### src/include/psec_regs.vh
`ifndef PSEC_REGS_VH
`define PSEC_REGS_VH

// Register indices (printed offsets); byte address is four times the index
`define PSEC_IDX_FCC        6'h14
`define PSEC_IDX_REC        6'h15
`define PSEC_IDX_STS        6'h10
`define PSEC_IDX_IRQ_STAT   6'h18
`define PSEC_IDX_IRQ_MASK   6'h19

// Combined status field positions
`define PSEC_STS_LINK       0
`define PSEC_STS_SPEED10    1
`define PSEC_STS_DUPLEX     2
`define PSEC_STS_LOOPBACK   3
`define PSEC_STS_ANEG_DONE  4
`define PSEC_STS_JABBER     5
`define PSEC_STS_FC_LATCH   11
`define PSEC_STS_RE_LATCH   13

// Interrupt status/mask bits
`define PSEC_IRQ_FC         0
`define PSEC_IRQ_RE         1
`define PSEC_IRQ_W          2

`define PSEC_CNT_W          8
`define PSEC_CNT_MAX        8'hff
`define PSEC_CNT_ZERO       8'h00

// AXI responses
`define PSEC_RESP_OKAY      2'b00
`define PSEC_RESP_SLVERR    2'b10

`endif

### src/hdl/psec_sat_counter.v
`timescale 1ns/100ps

module psec_sat_counter #(
	parameter W = 8
) (
	input  wire         clk,
	input  wire         rst,
	input  wire         ce,
	input  wire         inc,
	input  wire         clr,
	output reg  [W-1:0] count_r
);

	wire [W-1:0] max_val = {W{1'b1}};
	wire [W-1:0] zero    = {W{1'b0}};

	// Clear on read reloads to one when an event lands in the same cycle
	always @(posedge clk) begin
		if (rst) begin
			count_r <= zero;
		end else if (ce) begin
			if (clr) begin
				count_r <= inc ? {{(W-1){1'b0}}, 1'b1} : zero;
			end else if (inc && (count_r != max_val)) begin
				count_r <= count_r + {{(W-1){1'b0}}, 1'b1};
			end
		end
	end

endmodule // psec_sat_counter

### src/hdl/psec_status_counters.v
// Functional notes
// - Jabber bit five, meaningful at 10 Mb/s
// - Jabber copy mirrors basic status, read keeps
// - Bit four shows negotiation complete
// - Bit three shows loopback enabled
// - Bit two shows full duplex
// - Bit one high means 10 Mb/s
// - Bit zero mirrors link, read keeps
// - False carrier tally counts, clears on read
// - False carrier tally sticks at FFh
// - Counter upper byte reads zero, ignores writes
// - Receive error tally counts symbol errors, clears
// - At most once per carrier event
// - No count when collision present
// - Receive error tally saturates, no rollover
// - Bit thirteen latches receive error, cleared reading
// - Bit eleven latches false carrier, cleared reading
//
// The implementer's own choice: the AXI4-Lite interface to the registers.
`timescale 1ns/100ps
`include "psec_regs.vh"

module psec_status_counters #(
	parameter CNT_W = `PSEC_CNT_W
) (
	input  wire        CLOCK,
	input  wire        SYS_RST,
	input  wire        CLK_EN,
	// Line status
	input  wire        JABBER,
	input  wire        ANEG_DONE,
	input  wire        LOOPBACK_EN,
	input  wire        FULL_DUPLEX,
	input  wire        SPEED_10,
	input  wire        LINK_UP,
	// Receive events
	input  wire        FALSE_CARRIER,
	input  wire        CARRIER,
	input  wire        SYMBOL_ERR,
	input  wire        COLLISION,
	// AXI4-Lite slave
	input  wire [7:0]  S_AXI_AWADDR,
	input  wire        S_AXI_AWVALID,
	output wire        S_AXI_AWREADY,
	input  wire [31:0] S_AXI_WDATA,
	input  wire [3:0]  S_AXI_WSTRB,
	input  wire        S_AXI_WVALID,
	output wire        S_AXI_WREADY,
	output reg  [1:0]  S_AXI_BRESP,
	output reg         S_AXI_BVALID,
	input  wire        S_AXI_BREADY,
	input  wire [7:0]  S_AXI_ARADDR,
	input  wire        S_AXI_ARVALID,
	output wire        S_AXI_ARREADY,
	output reg  [31:0] S_AXI_RDATA,
	output reg  [1:0]  S_AXI_RRESP,
	output reg         S_AXI_RVALID,
	input  wire        S_AXI_RREADY,
	output wire        IRQ
);

	wire [CNT_W-1:0] false_carrier_tally;
	wire [CNT_W-1:0] receive_error_tally;

	reg              fc_latch_r;
	reg              re_latch_r;
	reg              re_done_r;
	reg [`PSEC_IRQ_W-1:0] irq_stat_r;
	reg [`PSEC_IRQ_W-1:0] irq_mask_r;

	// Write channel capture: address and data may arrive in either order
	reg              aw_held_r;
	reg [7:0]        aw_addr_r;
	reg              w_held_r;
	reg [31:0]       w_data_r;
	reg [3:0]        w_strb_r;

	assign S_AXI_AWREADY = ~aw_held_r & ~S_AXI_BVALID;
	assign S_AXI_WREADY  = ~w_held_r & ~S_AXI_BVALID;
	assign S_AXI_ARREADY = ~S_AXI_RVALID;

	wire aw_take = S_AXI_AWVALID & S_AXI_AWREADY & CLK_EN;
	wire w_take  = S_AXI_WVALID & S_AXI_WREADY & CLK_EN;
	wire ar_take = S_AXI_ARVALID & S_AXI_ARREADY & CLK_EN;

	wire [7:0]  wr_addr = aw_held_r ? aw_addr_r : S_AXI_AWADDR;
	wire [31:0] wr_data = w_held_r ? w_data_r : S_AXI_WDATA;
	wire [3:0]  wr_strb = w_held_r ? w_strb_r : S_AXI_WSTRB;
	wire        wr_go   = (aw_held_r | aw_take) & (w_held_r | w_take) & CLK_EN;
	wire [5:0]  wr_idx  = wr_addr[7:2];
	wire [5:0]  rd_idx  = S_AXI_ARADDR[7:2];

	// Clear-on-read fires only when the read is accepted
	wire rd_fcc = ar_take && (rd_idx == `PSEC_IDX_FCC);
	wire rd_rec = ar_take && (rd_idx == `PSEC_IDX_REC);

	// Receive error: one count per carrier event; a collision vetoes the rest of it
	// A count taken before a late collision stands: undoing it would need a delay
	wire re_event = CARRIER & SYMBOL_ERR & ~COLLISION & ~re_done_r;

	always @(posedge CLOCK) begin
		if (SYS_RST) begin
			re_done_r <= 1'b0;
		end else if (CLK_EN) begin
			if (!CARRIER)
				re_done_r <= 1'b0;
			else if (re_event || COLLISION)
				re_done_r <= 1'b1;
		end
	end

	psec_sat_counter #(
		.W       (CNT_W)
	) u_fc_cnt (
		.clk     (CLOCK),
		.rst     (SYS_RST),
		.ce      (CLK_EN),
		.inc     (FALSE_CARRIER),
		.clr     (rd_fcc),
		.count_r (false_carrier_tally)
	);

	psec_sat_counter #(
		.W       (CNT_W)
	) u_re_cnt (
		.clk     (CLOCK),
		.rst     (SYS_RST),
		.ce      (CLK_EN),
		.inc     (re_event),
		.clr     (rd_rec),
		.count_r (receive_error_tally)
	);

	// Latches: a new event wins over the read clear
	always @(posedge CLOCK) begin
		if (SYS_RST) begin
			fc_latch_r <= 1'b0;
			re_latch_r <= 1'b0;
		end else if (CLK_EN) begin
			if (FALSE_CARRIER)
				fc_latch_r <= 1'b1;
			else if (rd_fcc)
				fc_latch_r <= 1'b0;
			if (re_event)
				re_latch_r <= 1'b1;
			else if (rd_rec)
				re_latch_r <= 1'b0;
		end
	end

	// Line status registered so every field reads zero out of reset
	localparam STS_W = `PSEC_STS_JABBER + 1;
	wire [STS_W-1:0] sts_in = {
		JABBER,
		ANEG_DONE,
		LOOPBACK_EN,
		FULL_DUPLEX,
		SPEED_10,
		LINK_UP
	};
	reg  [STS_W-1:0] sts_r;

	always @(posedge CLOCK) begin
		if (SYS_RST) begin
			sts_r <= {STS_W{1'b0}};
		end else if (CLK_EN) begin
			sts_r <= sts_in;
		end
	end

	// Combined status view; line bits mirror, bits 11 and 13 latch; never cleared by reading it
	wire [15:0] combined_phy_status;
	assign combined_phy_status = {
		2'b00,
		re_latch_r,
		1'b0,
		fc_latch_r,
		5'b00000,
		sts_r[`PSEC_STS_JABBER],
		sts_r[`PSEC_STS_ANEG_DONE],
		sts_r[`PSEC_STS_LOOPBACK],
		sts_r[`PSEC_STS_DUPLEX],
		sts_r[`PSEC_STS_SPEED10],
		sts_r[`PSEC_STS_LINK]
	};

	// Interrupt status: set wins over write-one-to-clear
	wire [`PSEC_IRQ_W-1:0] irq_set = {re_event, FALSE_CARRIER};
	wire                   wr_stat = wr_go && (wr_idx == `PSEC_IDX_IRQ_STAT) && wr_strb[0];
	wire                   wr_mask = wr_go && (wr_idx == `PSEC_IDX_IRQ_MASK) && wr_strb[0];

	genvar g;
	generate
		for (g = 0; g < `PSEC_IRQ_W; g = g + 1) begin : g_irq
			always @(posedge CLOCK) begin
				if (SYS_RST) begin
					irq_stat_r[g] <= 1'b0;
				end else if (CLK_EN) begin
					if (irq_set[g])
						irq_stat_r[g] <= 1'b1;
					else if (wr_stat && wr_data[g])
						irq_stat_r[g] <= 1'b0;
				end
			end
		end
	endgenerate

	assign IRQ = |(irq_stat_r & irq_mask_r);

	// Map check for writes; counters and status accept and ignore data
	reg wr_known;
	always @* begin
		case (wr_idx)
			`PSEC_IDX_FCC, `PSEC_IDX_REC, `PSEC_IDX_STS,
			`PSEC_IDX_IRQ_STAT, `PSEC_IDX_IRQ_MASK: wr_known = 1'b1;
			default: wr_known = 1'b0;
		endcase
	end

	always @(posedge CLOCK) begin
		if (SYS_RST) begin
			aw_held_r    <= 1'b0;
			aw_addr_r    <= 8'h00;
			w_held_r     <= 1'b0;
			w_data_r     <= 32'h00000000;
			w_strb_r     <= 4'h0;
			S_AXI_BVALID <= 1'b0;
			S_AXI_BRESP  <= `PSEC_RESP_OKAY;
			irq_mask_r   <= {`PSEC_IRQ_W{1'b0}};
		end else if (CLK_EN) begin
			if (wr_go) begin
				aw_held_r    <= 1'b0;
				w_held_r     <= 1'b0;
				S_AXI_BVALID <= 1'b1;
				S_AXI_BRESP  <= wr_known ? `PSEC_RESP_OKAY : `PSEC_RESP_SLVERR;
				if (wr_mask)
					irq_mask_r <= wr_data[`PSEC_IRQ_W-1:0];
			end else begin
				if (aw_take) begin
					aw_held_r <= 1'b1;
					aw_addr_r <= S_AXI_AWADDR;
				end
				if (w_take) begin
					w_held_r <= 1'b1;
					w_data_r <= S_AXI_WDATA;
					w_strb_r <= S_AXI_WSTRB;
				end
				if (S_AXI_BVALID && S_AXI_BREADY)
					S_AXI_BVALID <= 1'b0;
			end
		end
	end

	// Read: data sampled before any same-cycle event lands
	reg [31:0] rd_word;
	reg        rd_ok;
	always @* begin
		rd_word = 32'h00000000;
		rd_ok   = 1'b1;
		case (rd_idx)
			`PSEC_IDX_FCC: rd_word[CNT_W-1:0] = false_carrier_tally;
			`PSEC_IDX_REC: rd_word[CNT_W-1:0] = receive_error_tally;
			`PSEC_IDX_STS: rd_word[15:0] = combined_phy_status;
			`PSEC_IDX_IRQ_STAT: rd_word[`PSEC_IRQ_W-1:0] = irq_stat_r;
			`PSEC_IDX_IRQ_MASK: rd_word[`PSEC_IRQ_W-1:0] = irq_mask_r;
			default: rd_ok = 1'b0;
		endcase
	end

	always @(posedge CLOCK) begin
		if (SYS_RST) begin
			S_AXI_RVALID <= 1'b0;
			S_AXI_RDATA  <= 32'h00000000;
			S_AXI_RRESP  <= `PSEC_RESP_OKAY;
		end else if (CLK_EN) begin
			if (ar_take) begin
				S_AXI_RVALID <= 1'b1;
				S_AXI_RDATA  <= rd_word;
				S_AXI_RRESP  <= rd_ok ? `PSEC_RESP_OKAY : `PSEC_RESP_SLVERR;
			end else if (S_AXI_RVALID && S_AXI_RREADY) begin
				S_AXI_RVALID <= 1'b0;
			end
		end
	end

endmodule // psec_status_counters

### config.mk
export PLATFORM = sky130hd
export DESIGN_NAME = psec_status_counters
export DESIGN_NICKNAME = d
export VERILOG_FILES = /design/src/hdl/psec_sat_counter.v /design/src/hdl/psec_status_counters.v
export VERILOG_INCLUDE_DIRS = /design/src /design/src/include
export SDC_FILE = /design/constraint.sdc
export NUM_CORES = 1
export LEC_CHECK = 0
export BUFFER_PORTS_ARGS = -buffer_cell sky130_fd_sc_hd__buf_4
export CAP_MARGIN = 10
export CORE_ASPECT_RATIO = 0.8
export CORE_MARGIN = 1.5
export CORE_UTILIZATION = 50
export CTS_CLUSTER_SIZE = 24
export DETAILED_ROUTE_END_ITERATION = 8
export GPL_TIMING_DRIVEN = 0
export PLACE_DENSITY = 0.82
export SLEW_MARGIN = 0
export SYNTH_ARGS = -nofsm -noshare
export SYNTH_HDL_FRONTEND = slang
export SYNTH_SLANG_ARGS = --single-unit
### constraint.sdc
create_clock -name CLOCK -period 2.8 [get_ports CLOCK]
set_clock_uncertainty 0.1 [all_clocks]
set_input_delay 0.14 -clock CLOCK [delete_from_list [all_inputs] [get_ports CLOCK]]
set_output_delay 0.14 -clock CLOCK [all_outputs]
set_load 0.01 [all_outputs]
* Yosys cells after proc, flatten, opt, wreduce, memory -nomap -nowiden *
Index checks and enable logic that the tools add are counted.

word-level totals
  flip-flop bits (word level) = 64
  bits of input ports = 70

cells by class
  $add $sub $neg = 2
  eq/ne operators = 13
  mux-type cells = 34
  bitwise logic cells = 23
  reductions and logical operators = 42

operators by type and width
  operator                                               number
  == test 6 x 5 -> 1 bit, second input constant          10
  two-way mux 8 bit                                      5
  AND reduction 2 bit                                    13
  two-way mux 1 bit                                      23
  nonzero test 2 bit                                     10
  one-hot mux 6 bit (3 select lines)                     1
  adder 8 x 1 -> 8 bit, second input constant            2
  inequality test 8 bit, second input constant           2
  bitwise AND 1 bit                                      13
  logical AND 1 bit                                      12
  one-hot mux 2 bit (5 select lines)                     1
  OR reduction 5 bit                                     2
  AND reduction 3 bit                                    3
  NOT 1 bit                                              7
  two-way mux 2 bit                                      3
  two-way mux 6 bit                                      1
  bitwise AND 2 bit                                      1
  inequality test 2 x 1 -> 1 bit, second input constant  1
  OR 1 bit                                               2
  OR reduction 2 bit                                     1
  logical OR 1 bit                                       1

* Logic depth before layout (Yosys ltp) *
Gate-level depths: netlist (run 1).

  depth after elaboration = 12
  mapped depth = 6

* Cells and area by module *
From an unflattened synthesis (run 1), not the netlist that was laid out.

unflattened totals
  cell total of the unflattened synthesis = 362
  area, all modules = 3101.7 um^2

modules (own cells, without submodules)
  module                instances  cells each  area each (um^2)  seq. area each (um^2)
  psec_status_counters  1          244         2113.3            760.7
  psec_sat_counter      2          59          494.2             160.2

* Least setup slack after synthesis (run 1) *
No wires, ideal clock.

  path type = reg-to-reg
  from = register aw_held_r
  to = register irq_mask_r[0]
  data arrival time = 1.481 ns
  data required time = 2.579 ns
  path slack = 1.098 ns
  stages on the path, launching flop included = 6
  buffers on the path = 1
  period minus slack after synthesis = 1.702 ns
  path through = dfxtp_1 -> buf_2 -> nor4b_2 -> o22ai_1 -> nor4_2 -> mux2_2

between the ends
  word-level cells in the longest chain between the ends = 10
  elaborated cells between the ends (all ways) = 12
  classes of those cells = eq/ne: 1; mux: 1; bitwise: 7; reduce/logical: 3

RTL lines
  item                                    RTL line                    source
  from (decl)                             psec_status_counters.v:72   reg aw_held_r;
  from (signal assigned)                  psec_status_counters.v:222  aw_held_r <= 1'b0;
  from (signal assigned)                  psec_status_counters.v:232  aw_held_r <= 1'b0;
  from (signal assigned)                  psec_status_counters.v:240  aw_held_r <= 1'b1;
  NOT 1 bit                               psec_status_counters.v:78   assign S_AXI_AWREADY = ~aw_held_r & ~S_AXI_BVALID;
  bitwise AND 1 bit                       psec_status_counters.v:78
  bitwise AND 1 bit (2 in series)         psec_status_counters.v:82   wire aw_take = S_AXI_AWVALID & S_AXI_AWREADY & CLK_EN;
  OR 1 bit                                psec_status_counters.v:89   wire wr_go = (aw_held_r | aw_take) & (w_held_r | w_take) & CLK_EN;
  bitwise AND 1 bit (2 in series)         psec_status_counters.v:89
  logical AND 1 bit (2 in series)         psec_status_counters.v:190  wire wr_mask = wr_go && (wr_idx == `PSEC_IDX_IRQ_MASK) && wr_strb[0];
  AND reduction 3 bit (no source line) *  n/a
  to (signal assigned)                    psec_status_counters.v:229  irq_mask_r <= {`PSEC_IRQ_W{1'b0}};
  to (signal assigned)                    psec_status_counters.v:237  irq_mask_r <= wr_data[`PSEC_IRQ_W-1:0];
  to (decl)                               psec_status_counters.v:69   reg [`PSEC_IRQ_W-1:0] irq_mask_r;

Every way passes the cells marked *; elsewhere a longest branch is shown, timed or not.
A chain may end at the register's enable or synchronous reset.

* Worst setup path in the final report (run 1) *
  from = input port S_AXI_AWADDR[7]
  to = register irq_mask_r[1]

between the ends
  word-level cells in the longest chain between the ends = 5

RTL lines
  item                                  RTL line                    source
  from (decl)                           psec_status_counters.v:42   input wire [7:0] S_AXI_AWADDR,
  two-way mux 8 bit                     psec_status_counters.v:86   wire [7:0] wr_addr = aw_held_r ? aw_addr_r : S_AXI_AWADDR;
  == test 6 x 5 -> 1 bit                n/a
  logical AND 1 bit (2 in series)       psec_status_counters.v:190
  AND reduction 3 bit (no source line)  n/a

No other way between the ends.

==> results by group, run 1 <==
Timing
  – Rel. slew slack: 0.533
  – RSZ-0062 raised after global routing: no
  – Max-slew violations: 0
  – Setup TNS: 0 ps
  – Max Fclk: 0.479 GHz
  – Min Clock Period, post-route: 2090 ps
  – Crit share post-route: 0.745
  – Worst Max-Slew Pin Slew: 701 ps
  – Endpoints failing setup: 0
  – Final hold vios: 2
  – Fin Hold WS: -3.52 ps

Worst setup path
  – Critical path fanouts, max: 2
  – Reg2Reg Depth: 5
  – Type of origin of the critical path: input pin
  – Crit-path leading delay family: simple AND/OR/NAND/NOR gates
  – Reg2reg setup slack: 790 ps
  – CP cell instances: dlygate4sd3_1, buf_4, nor4b_2, o22ai_1, nor4_2, mux2_2
  – RR Startpoint: aw_held_r
  – CP max stage cell: dlygate4sd3_1
  – CP bufs+invs: 2
  – Critical Path Sink Type: flip-flop
  – Setup CP Type: input pin to flip-flop
  – Worst Path Required: 2900 ps
  – Reg2reg end: irq_mask_r[1]
  – Slowest cell delay on critical path: 570 ps
  – CP Data Arrival Time: 2190 ps

Worst hold path
  – Hold depth: 3
  – HP Class: input pin to flip-flop
  – Hold path startpoint: FULL_DUPLEX
  – Worst Hold Endpoint: sts_r[2]

Synthesis
  – Sequential share of the synthesized area: 0.375
  – Number of flops mapped to enable cells by yosys: 0
  – #FFs+latches synth: 54
  – Area of the mapped netlist: 2880 sq um
  – Netlist cell types: 57
  – Yosys warnings: 0
  – Syn_area_per_cell: 8.83 sq um
  – Synth area leader: dfxtp_1
  – Synth top area share: 0.375
  – Synth top area cells: dfxtp_1 38%, buf_4 6.8%, mux2i_1 6.3%
  – Top_reg_cell synth: dfxtp_1
  – Post-Synthesis Cells: 326
  – FFs w/ async S/R, synth: 0

CTS
  – Worst skew pair latency: 310 ps
  – Clk root buf: clkbuf_8
  – CTS H-tree lvls: 2
  – Clock Pin Slew Worst Setup and Hold Paths: 100 ps
  – Max clock buf depth: 2
  – CTS tree: yes
  – Clock Sinks: 54
  – Num CTS Buffers: 5

Floorplan
  – Core area: 5500 sq um
  – Ports: 112
  – Initial Utilization: 0.524
  – Die width: 87.8 um
  – Vert. Die Dim: 70.9 um
  – Site row count: 24
  – Die area: 6230 sq um

Flow run
  – Max-cap violations: 0

Final layout
  – Cell area after layout: 3660 sq um
  – Most frequent cells in the layout: 73 x buf_4, 54 x dfxtp_1, 36 x nor2_1
  – Non-filler instance count after layout: 496
  – Area Overhead vs Synth: 27.2%
  – Share of layout cells above drive strength 1: 0.270
  – Commonest non-fill, non-tap cell in the layout: buf_4
  – Antenna diode instance count: 0
  – Fin nets: 489

Run status
  – Failing checks: hold timing
  – Outcome: complete, but fails checks

Power
  – Pwr Density: 434 nW/um^2
  – Leakage: 1.49 nW
  – Peak VDD IR: 368 uV
  – Final Power: 1.59 mW

Placed design
  – IO buf count: 47
  – Placed Area: 3420 sq um
  – Placed insts: 474
  – Final Wtd Congestion: 0.911
  – Dpl hpwl: 5470 um

Global routing
  – Gr ovfl total: 0
  – GRT Overall Usage: 0.240
  – Largest net degree at the start of global routing: 17
  – Initial antenna violation count: 0
  – First-pass GRT wire length: 11,700 um
  – Vias in the first global route: 2,500

Routing
  – 1st-iter DRT viols: 172
  – DR vias/cell: 5.39
  – Final wirelength: 7380 um
  – Vias: 2,671
  – Detailed Routing Iterations Pass 1: 4
  – Post-route ant nets: 0
  – DR WL/cell: 14.9 um
  – DRC viols: 0
-- stage by stage --
stage	util	setup WS [ps]
2_1_floorplan	-	1100
3_3_place_gp	0.622	885
3_5_place_dp	0.622	865
4_1_cts	0.666	803
5_1_grt	0.666	681
6_report	0.666	714
-- flip-flops by register name, indices dropped and copies added, names as in the netlist --
register and flops:
re_latch_r 1, S_AXI_RDATA 10, aw_addr_r 6, re_done_r 1, w_strb_r 1, fc_latch_r 1, S_AXI_BRESP 1, w_data_r 2
S_AXI_RRESP 1, aw_held_r 1, S_AXI_RVALID 1, u_re_cnt.count_r 8, sts_r 6, w_held_r 1, u_fc_cnt.count_r 8, S_AXI_BVALID 1
irq_stat_r 2, irq_mask_r 2
-- synthesized netlist by cell type, types with 6 or more instances --
| cell type | n |
|---|---|
| dfxtp_1 | 54 |
| nor2_1 | 36 |
| buf_4 | 26 |
| a21oi_1 | 20 |
| mux2i_1 | 18 |
| nand2_1 | 17 |
| nand3_1 | 14 |
| inv_1 | 10 |
| mux2_2 | 10 |
| o21ai_0 | 10 |
| clkbuf_1 | 9 |
| a211oi_1 | 8 |
| nor3_1 | 8 |
| nand4_1 | 6 |
-- final cells by class --
| type | count | area [sq um] |
|---|---|---|
| fillers | 472 | 1830 |
| clock inverters | 1 | 8.76 |
| plain buffers | 42 | 269 |
| inverters | 10 | 37.5 |
| clock buffers | 7 | 96.3 |
| repair buffers | 61 | 493 |
| flip-flops and latches | 54 | 1080 |
| well taps | 78 | 97.6 |
| multi-input cells | 243 | 1580 |
-- worst reg2reg max path: stages (launching register included) --
cell	delay [ps]
dfxtp_1	320
buf_2	180
nor4b_2	320
o22ai_1	190
nor4_2	410
mux2_2	380
-- routing by layer --
metal | part of all wire | global-route usage | routed length, um
met5 | 0 | 0 | 0
met4 | 0.018 | 0.0811 | 132
met3 | 0.072 | 0.0548 | 532
met2 | 0.45 | 0.379 | 3360
met1 | 0.45 | 0.323 | 3360
-- how the worst max path moves through the flow --
stage | slack, ps | cells past startpoint | startpoint | end
floorplan | 1100 | 5 | aw_held_r | irq_mask_r[0]
global placement | 890 | 5 | aw_held_r | irq_mask_r[0]
detailed placement | 870 | 5 | aw_held_r | irq_mask_r[1]
CTS | 800 | 6 | S_AXI_AWADDR[3] | irq_mask_r[1]
global route | 680 | 6 | S_AXI_AWADDR[7] | irq_mask_r[0]
finish | 710 | 6 | S_AXI_AWADDR[7] | irq_mask_r[1]
-- logic make-up after synthesis --
| group | after synthesis | synth area share |
|---|---|---|
| buffers and inverters | 52 | 0.106 |
| XOR/XNOR | 5 | 0.0152 |
| AND/OR/NAND/NOR | 120 | 0.240 |
| other | 1 | 0.00130 |
| multiplexers | 28 | 0.102 |
| AO/OA/AOI/OAI | 64 | 0.151 |
| flip-flops | 54 | 0.375 |
| adder cells (fa/ha/maj) | 2 | 0.00869 |
-- power by group --
| group | internal, mW | total, mW | leakage (nW) | switching, mW |
|---|---|---|---|---|
| sequential | 0.798 | 0.818 | 0.440 | 0.0205 |
| combinational | 0.143 | 0.288 | 0.992 | 0.146 |
| clock | 0.227 | 0.484 | 0.0544 | 0.256 |
| total | 1.17 | 1.59 | 1.49 | 0.422 |
-- repair_timing --
| item | in CTS | in global routing |
|---|---|---|
| gates resized for setup | 0 | 0 |
| buffers inserted | 0 | 0 |
| hold buffers | 14 | 0 |
| hold endpoints to repair | 14 | 0 |
Power figures use the tool's default switching activity.
==> inputs of run 2 (changes only) <==
ABC_AREA = 1   (was default)
PLACE_DENSITY = 0.81   (was 0.82)
clock period = 2 ns   (was 2.8 ns; I/O delays follow)
==> run 2 against run 1 <==
The run now ends clean. Via count rose by 18%. Flip-flop and latch count stayed put. Synthesized area is 6.8% higher. Worst setup slack got worse by 460 ps. Cell count is 29% higher. Highest routed layer unchanged.
==> results by group, run 2 <==
Timing
  – Min Clock Period, post-route: 1740 ps
  – Final hold vios: 0 (-2)
  – Rel. slew slack: 0.629 (+0.0960)
  – Max Fclk: 0.573 GHz
  – RSZ-0062 raised after global routing: no
  – Worst Max-Slew Pin Slew: 557 ps (-144 ps)
  – Setup TNS: 0 ps (unchanged)
  – Max-slew violations: 0 (unchanged)
  – Crit share post-route: 0.872
  – Endpoints failing setup: 0 (unchanged)

Routing
  – Post-route ant nets: 0 (unchanged)
  – Metal-1 WL: 3560 um (+6.0%)
  – Final wirelength: 7750 um (+5.0%)
  – Met3 WL: 545 um (+2.4%)
  – Max layer used: met4
  – DR WL/cell: 12.1 um (-18%)
  – DRC viols: 0 (unchanged)
  – DR vias/cell: 4.95 (-8.2%)
  – 1st-iter DRT viols: 223 (+30%)
  – Detailed Routing Iterations Pass 1: 5 (+1)
  – Metal2 WL: 3590 um (+6.9%)
  – Vias: 3,160 (+18%)

Synthesis
  – Number of flops mapped to enable cells by yosys: 0 (unchanged)
  – Synth top area share: 0.352 (-0.0240)
  – Yosys warnings: 0 (unchanged)
  – #FFs+latches synth: 54 (unchanged)
  – Netlist cell types: 31 (-46%)
  – Post-Synthesis Cells: 461 (+41%)
  – Synth top cells by count: 109 x nand2_1, 70 x nor2_1, 54 x dfxtp_1
  – Synth top area cells: dfxtp_1 35%, nand2_1 13%, nor2_1 8.5%
  – Syn_area_per_cell: 6.67 sq um (-24%)
  – Synth area leader: dfxtp_1
  – Most numerous cell in the Yosys netlist: nand2_1
  – Area of the mapped netlist: 3080 sq um (+6.8%)
  – FFs w/ async S/R, synth: 0 (unchanged)
  – Sequential share of the synthesized area: 0.352 (-0.0240)
  – Top_reg_cell synth: dfxtp_1

Final layout
  – Non-filler instance count after layout: 639 (+29%)
  – Antenna diode instance count: 0 (unchanged)
  – Share of layout cells above drive strength 1: 0.201 (-0.0696)
  – Area Overhead vs Synth: 27.4%
  – Largest regs: S_AXI_RDATA: 10 flops, u_fc_cnt.count_r: 8 flops, u_re_cnt.count_r: 8 flops
  – Fill cells: 524 (+11%)
  – Commonest non-fill, non-tap cell in the layout: nand2_1
  – Most frequent cells in the layout: 109 x nand2_1, 75 x buf_4, 70 x nor2_1
  – Most flops, register: S_AXI_RDATA
  – Max reg flops: 10 (unchanged)
  – Fin nets: 630 (+29%)

CTS
  – Clk root buf: clkbuf_8
  – Max clock buf depth: 2 (unchanged)
  – # Post-CTS Setup Buffers: 0 (unchanged)
  – Num CTS Buffers: 5 (unchanged)
  – Clock Pin Slew Worst Setup and Hold Paths: 100 ps (about the same)
  – Clock Sinks: 54 (unchanged)
  – CTS H-tree lvls: 2 (unchanged)
  – Worst skew pair latency: 310 ps (about the same)
  – Cts repair resizes: 0 (unchanged)
  – CTS tree: yes

Worst setup path
  – Reg2reg end: u_re_cnt.count_r[2]
  – RR Startpoint: u_re_cnt.count_r[0]
  – Critical Path Sink Type: flip-flop
  – Reg2Reg Depth: 8 (+3)
  – Reg2reg setup slack: 260 ps (-530 ps)
  – Setup CP Type: flip-flop to flip-flop
  – Worst Setup SP: u_re_cnt.count_r[0]
  – Critical Path Sink: u_re_cnt.count_r[2]
  – CP Data Arrival Time: 1850 ps (-340 ps)
  – Critical path fanouts, max: 8 (+6)
  – Worst Path Required: 2100 ps (-800 ps)
  – Type of origin of the critical path: flip-flop

Placed design
  – Placed insts: 614 (+30%)
  – Dpl hpwl: 5850 um (+7.1%)
  – Final Wtd Congestion: 0.939 (+3.0%)
  – IO buf count: 49 (+4.3%)

Global routing
  – GRT Overall Usage: 0.236 (-0.00387)
  – Initial antenna violation count: 0 (unchanged)
  – First-pass GRT wire length: 12,500 um (+7.5%)
  – Largest net degree at the start of global routing: 17 (unchanged)
  – Vias in the first global route: 2,781 (+11%)
  – Gr ovfl total: 0 (unchanged)

Floorplan
  – Vert. Die Dim: 73.1 um (+3.2%)
  – Die area: 6630 sq um (+6.6%)
  – Site row count: 25 (+4.2%)
  – Die width: 90.7 um (+3.2%)
  – Initial Utilization: 0.520 (-0.00370)
  – Ports: 112 (unchanged)
  – Core area: 5910 sq um (+7.6%)

Run status
  – Outcome: finished, final reports clean

Power
  – Pwr Density: 587 nW/um^2 (+35%)
  – Peak VDD IR: 497 uV (+35%)
  – Leakage: 1.86 nW (+25%)

Worst hold path
  – HP Class: input pin to flip-flop

Flow run
  – Max-cap violations: 0 (unchanged)
run 2: cell count changes in the layout (fill, tap and decap cells not counted), moves of 10 or more:
| cell | change |
|---|---|
| inv_1 | +37 |
| mux2_2 | -10 |
| mux2i_1 | -16 |
| nand2_1 | +92 |
| nand3_1 | +33 |
| nor2_1 | +34 |
| o21ai_0 | +14 |
run 2: layout make-up:
type | instances | area, sq um | share of cell area
Multi-Input combinational cell | 344 | 1650 | 0.420
Buffer | 35 | 236 | 0.0603
Clock inverter | 2 | 38.8 | 0.00990
Inverter | 51 | 196 | 0.0501
Tap cell | 81 | 101 | 0.0259
Clock buffer | 5 | 68.8 | 0.0176
Timing Repair Buffer | 67 | 548 | 0.140
Sequential cell | 54 | 1080 | 0.276
run 2: cell families (layout without fill, tap and decap cells):
| logic type | Yosys count | after routing | share of synthesized area |
|---|---|---|---|
| AO/OA/AOI/OAI | 59 | 59 | 0.107 |
| XOR/XNOR | 2 | 2 | 0.00570 |
| adder cells (fa/ha/maj) | 2 | 2 | 0.00814 |
| buffers and inverters | 86 | 160 | 0.141 |
| flip-flops | 54 | 54 | 0.352 |
| multiplexers | 2 | 2 | 0.00651 |
| other | 1 | 24 | 0.00122 |
| AND/OR/NAND/NOR | 255 | 255 | 0.379 |
run 2: metrics by stage:
step	util	hold WS, ps	setup slack [ps]	cell area [sq um]	power [mW]
after floorplan	-	135	513	3160	1.43
after global placement	0.614	226	338	3630	1.55
after detailed placement	0.614	233	288	3630	1.56
after CTS	0.663	6.19	274	3920	2.31
after global routing	0.663	33.9	75.3	3920	2.40
final	0.663	18.5	256	3920	2.30
run 2: worst min-delay path by stage:
| stage | slack, ps | cells after the start | endpoint | from |
|---|---|---|---|---|
| 2_1_floorplan | 130 | 2 | aw_addr_r[3] | S_AXI_AWADDR[3] |
| 3_3_place_gp | 230 | 3 | sts_r[3] | LOOPBACK_EN |
| 3_5_place_dp | 230 | 3 | sts_r[3] | LOOPBACK_EN |
| 4_1_cts | 6 | 2 | S_AXI_RDATA[3] | SYS_RST |
| 5_1_grt | 30 | 2 | S_AXI_RDATA[5] | SYS_RST |
| 6_report | 20 | 2 | S_AXI_RDATA[3] | SYS_RST |
run 2: report_power, final:
group,leakage (nW),switching (mW),internal (mW)
Combinational,1.36,0.237,0.187
Sequential,0.440,0.0320,1.12
Clock,0.0542,0.359,0.369
run 2: timing repair:
| item | in CTS | in global routing |
|---|---|---|
| setup endpoints to repair | 0 | 0 |
| hold buffers | 18 | 0 |
| hold endpoints to repair | 18 | 0 |
run 2: routing by layer:
metal	up-vias	GRT usage
li1	1618	-
met1	1409	0.322
met2	125	0.398
met3	8	0.0375
met4	0	0.0494
met5	-	0
run 2: worst max-delay path, cell delays in order, from the launching register on:
cell and delay (ps):
dfxtp_1 470, ha_1 230, nand2_1 100, nor2_1 200, nand2_1 90, nand2_2 150, nand2_2 120, a21oi_1 140
nor2_1 50
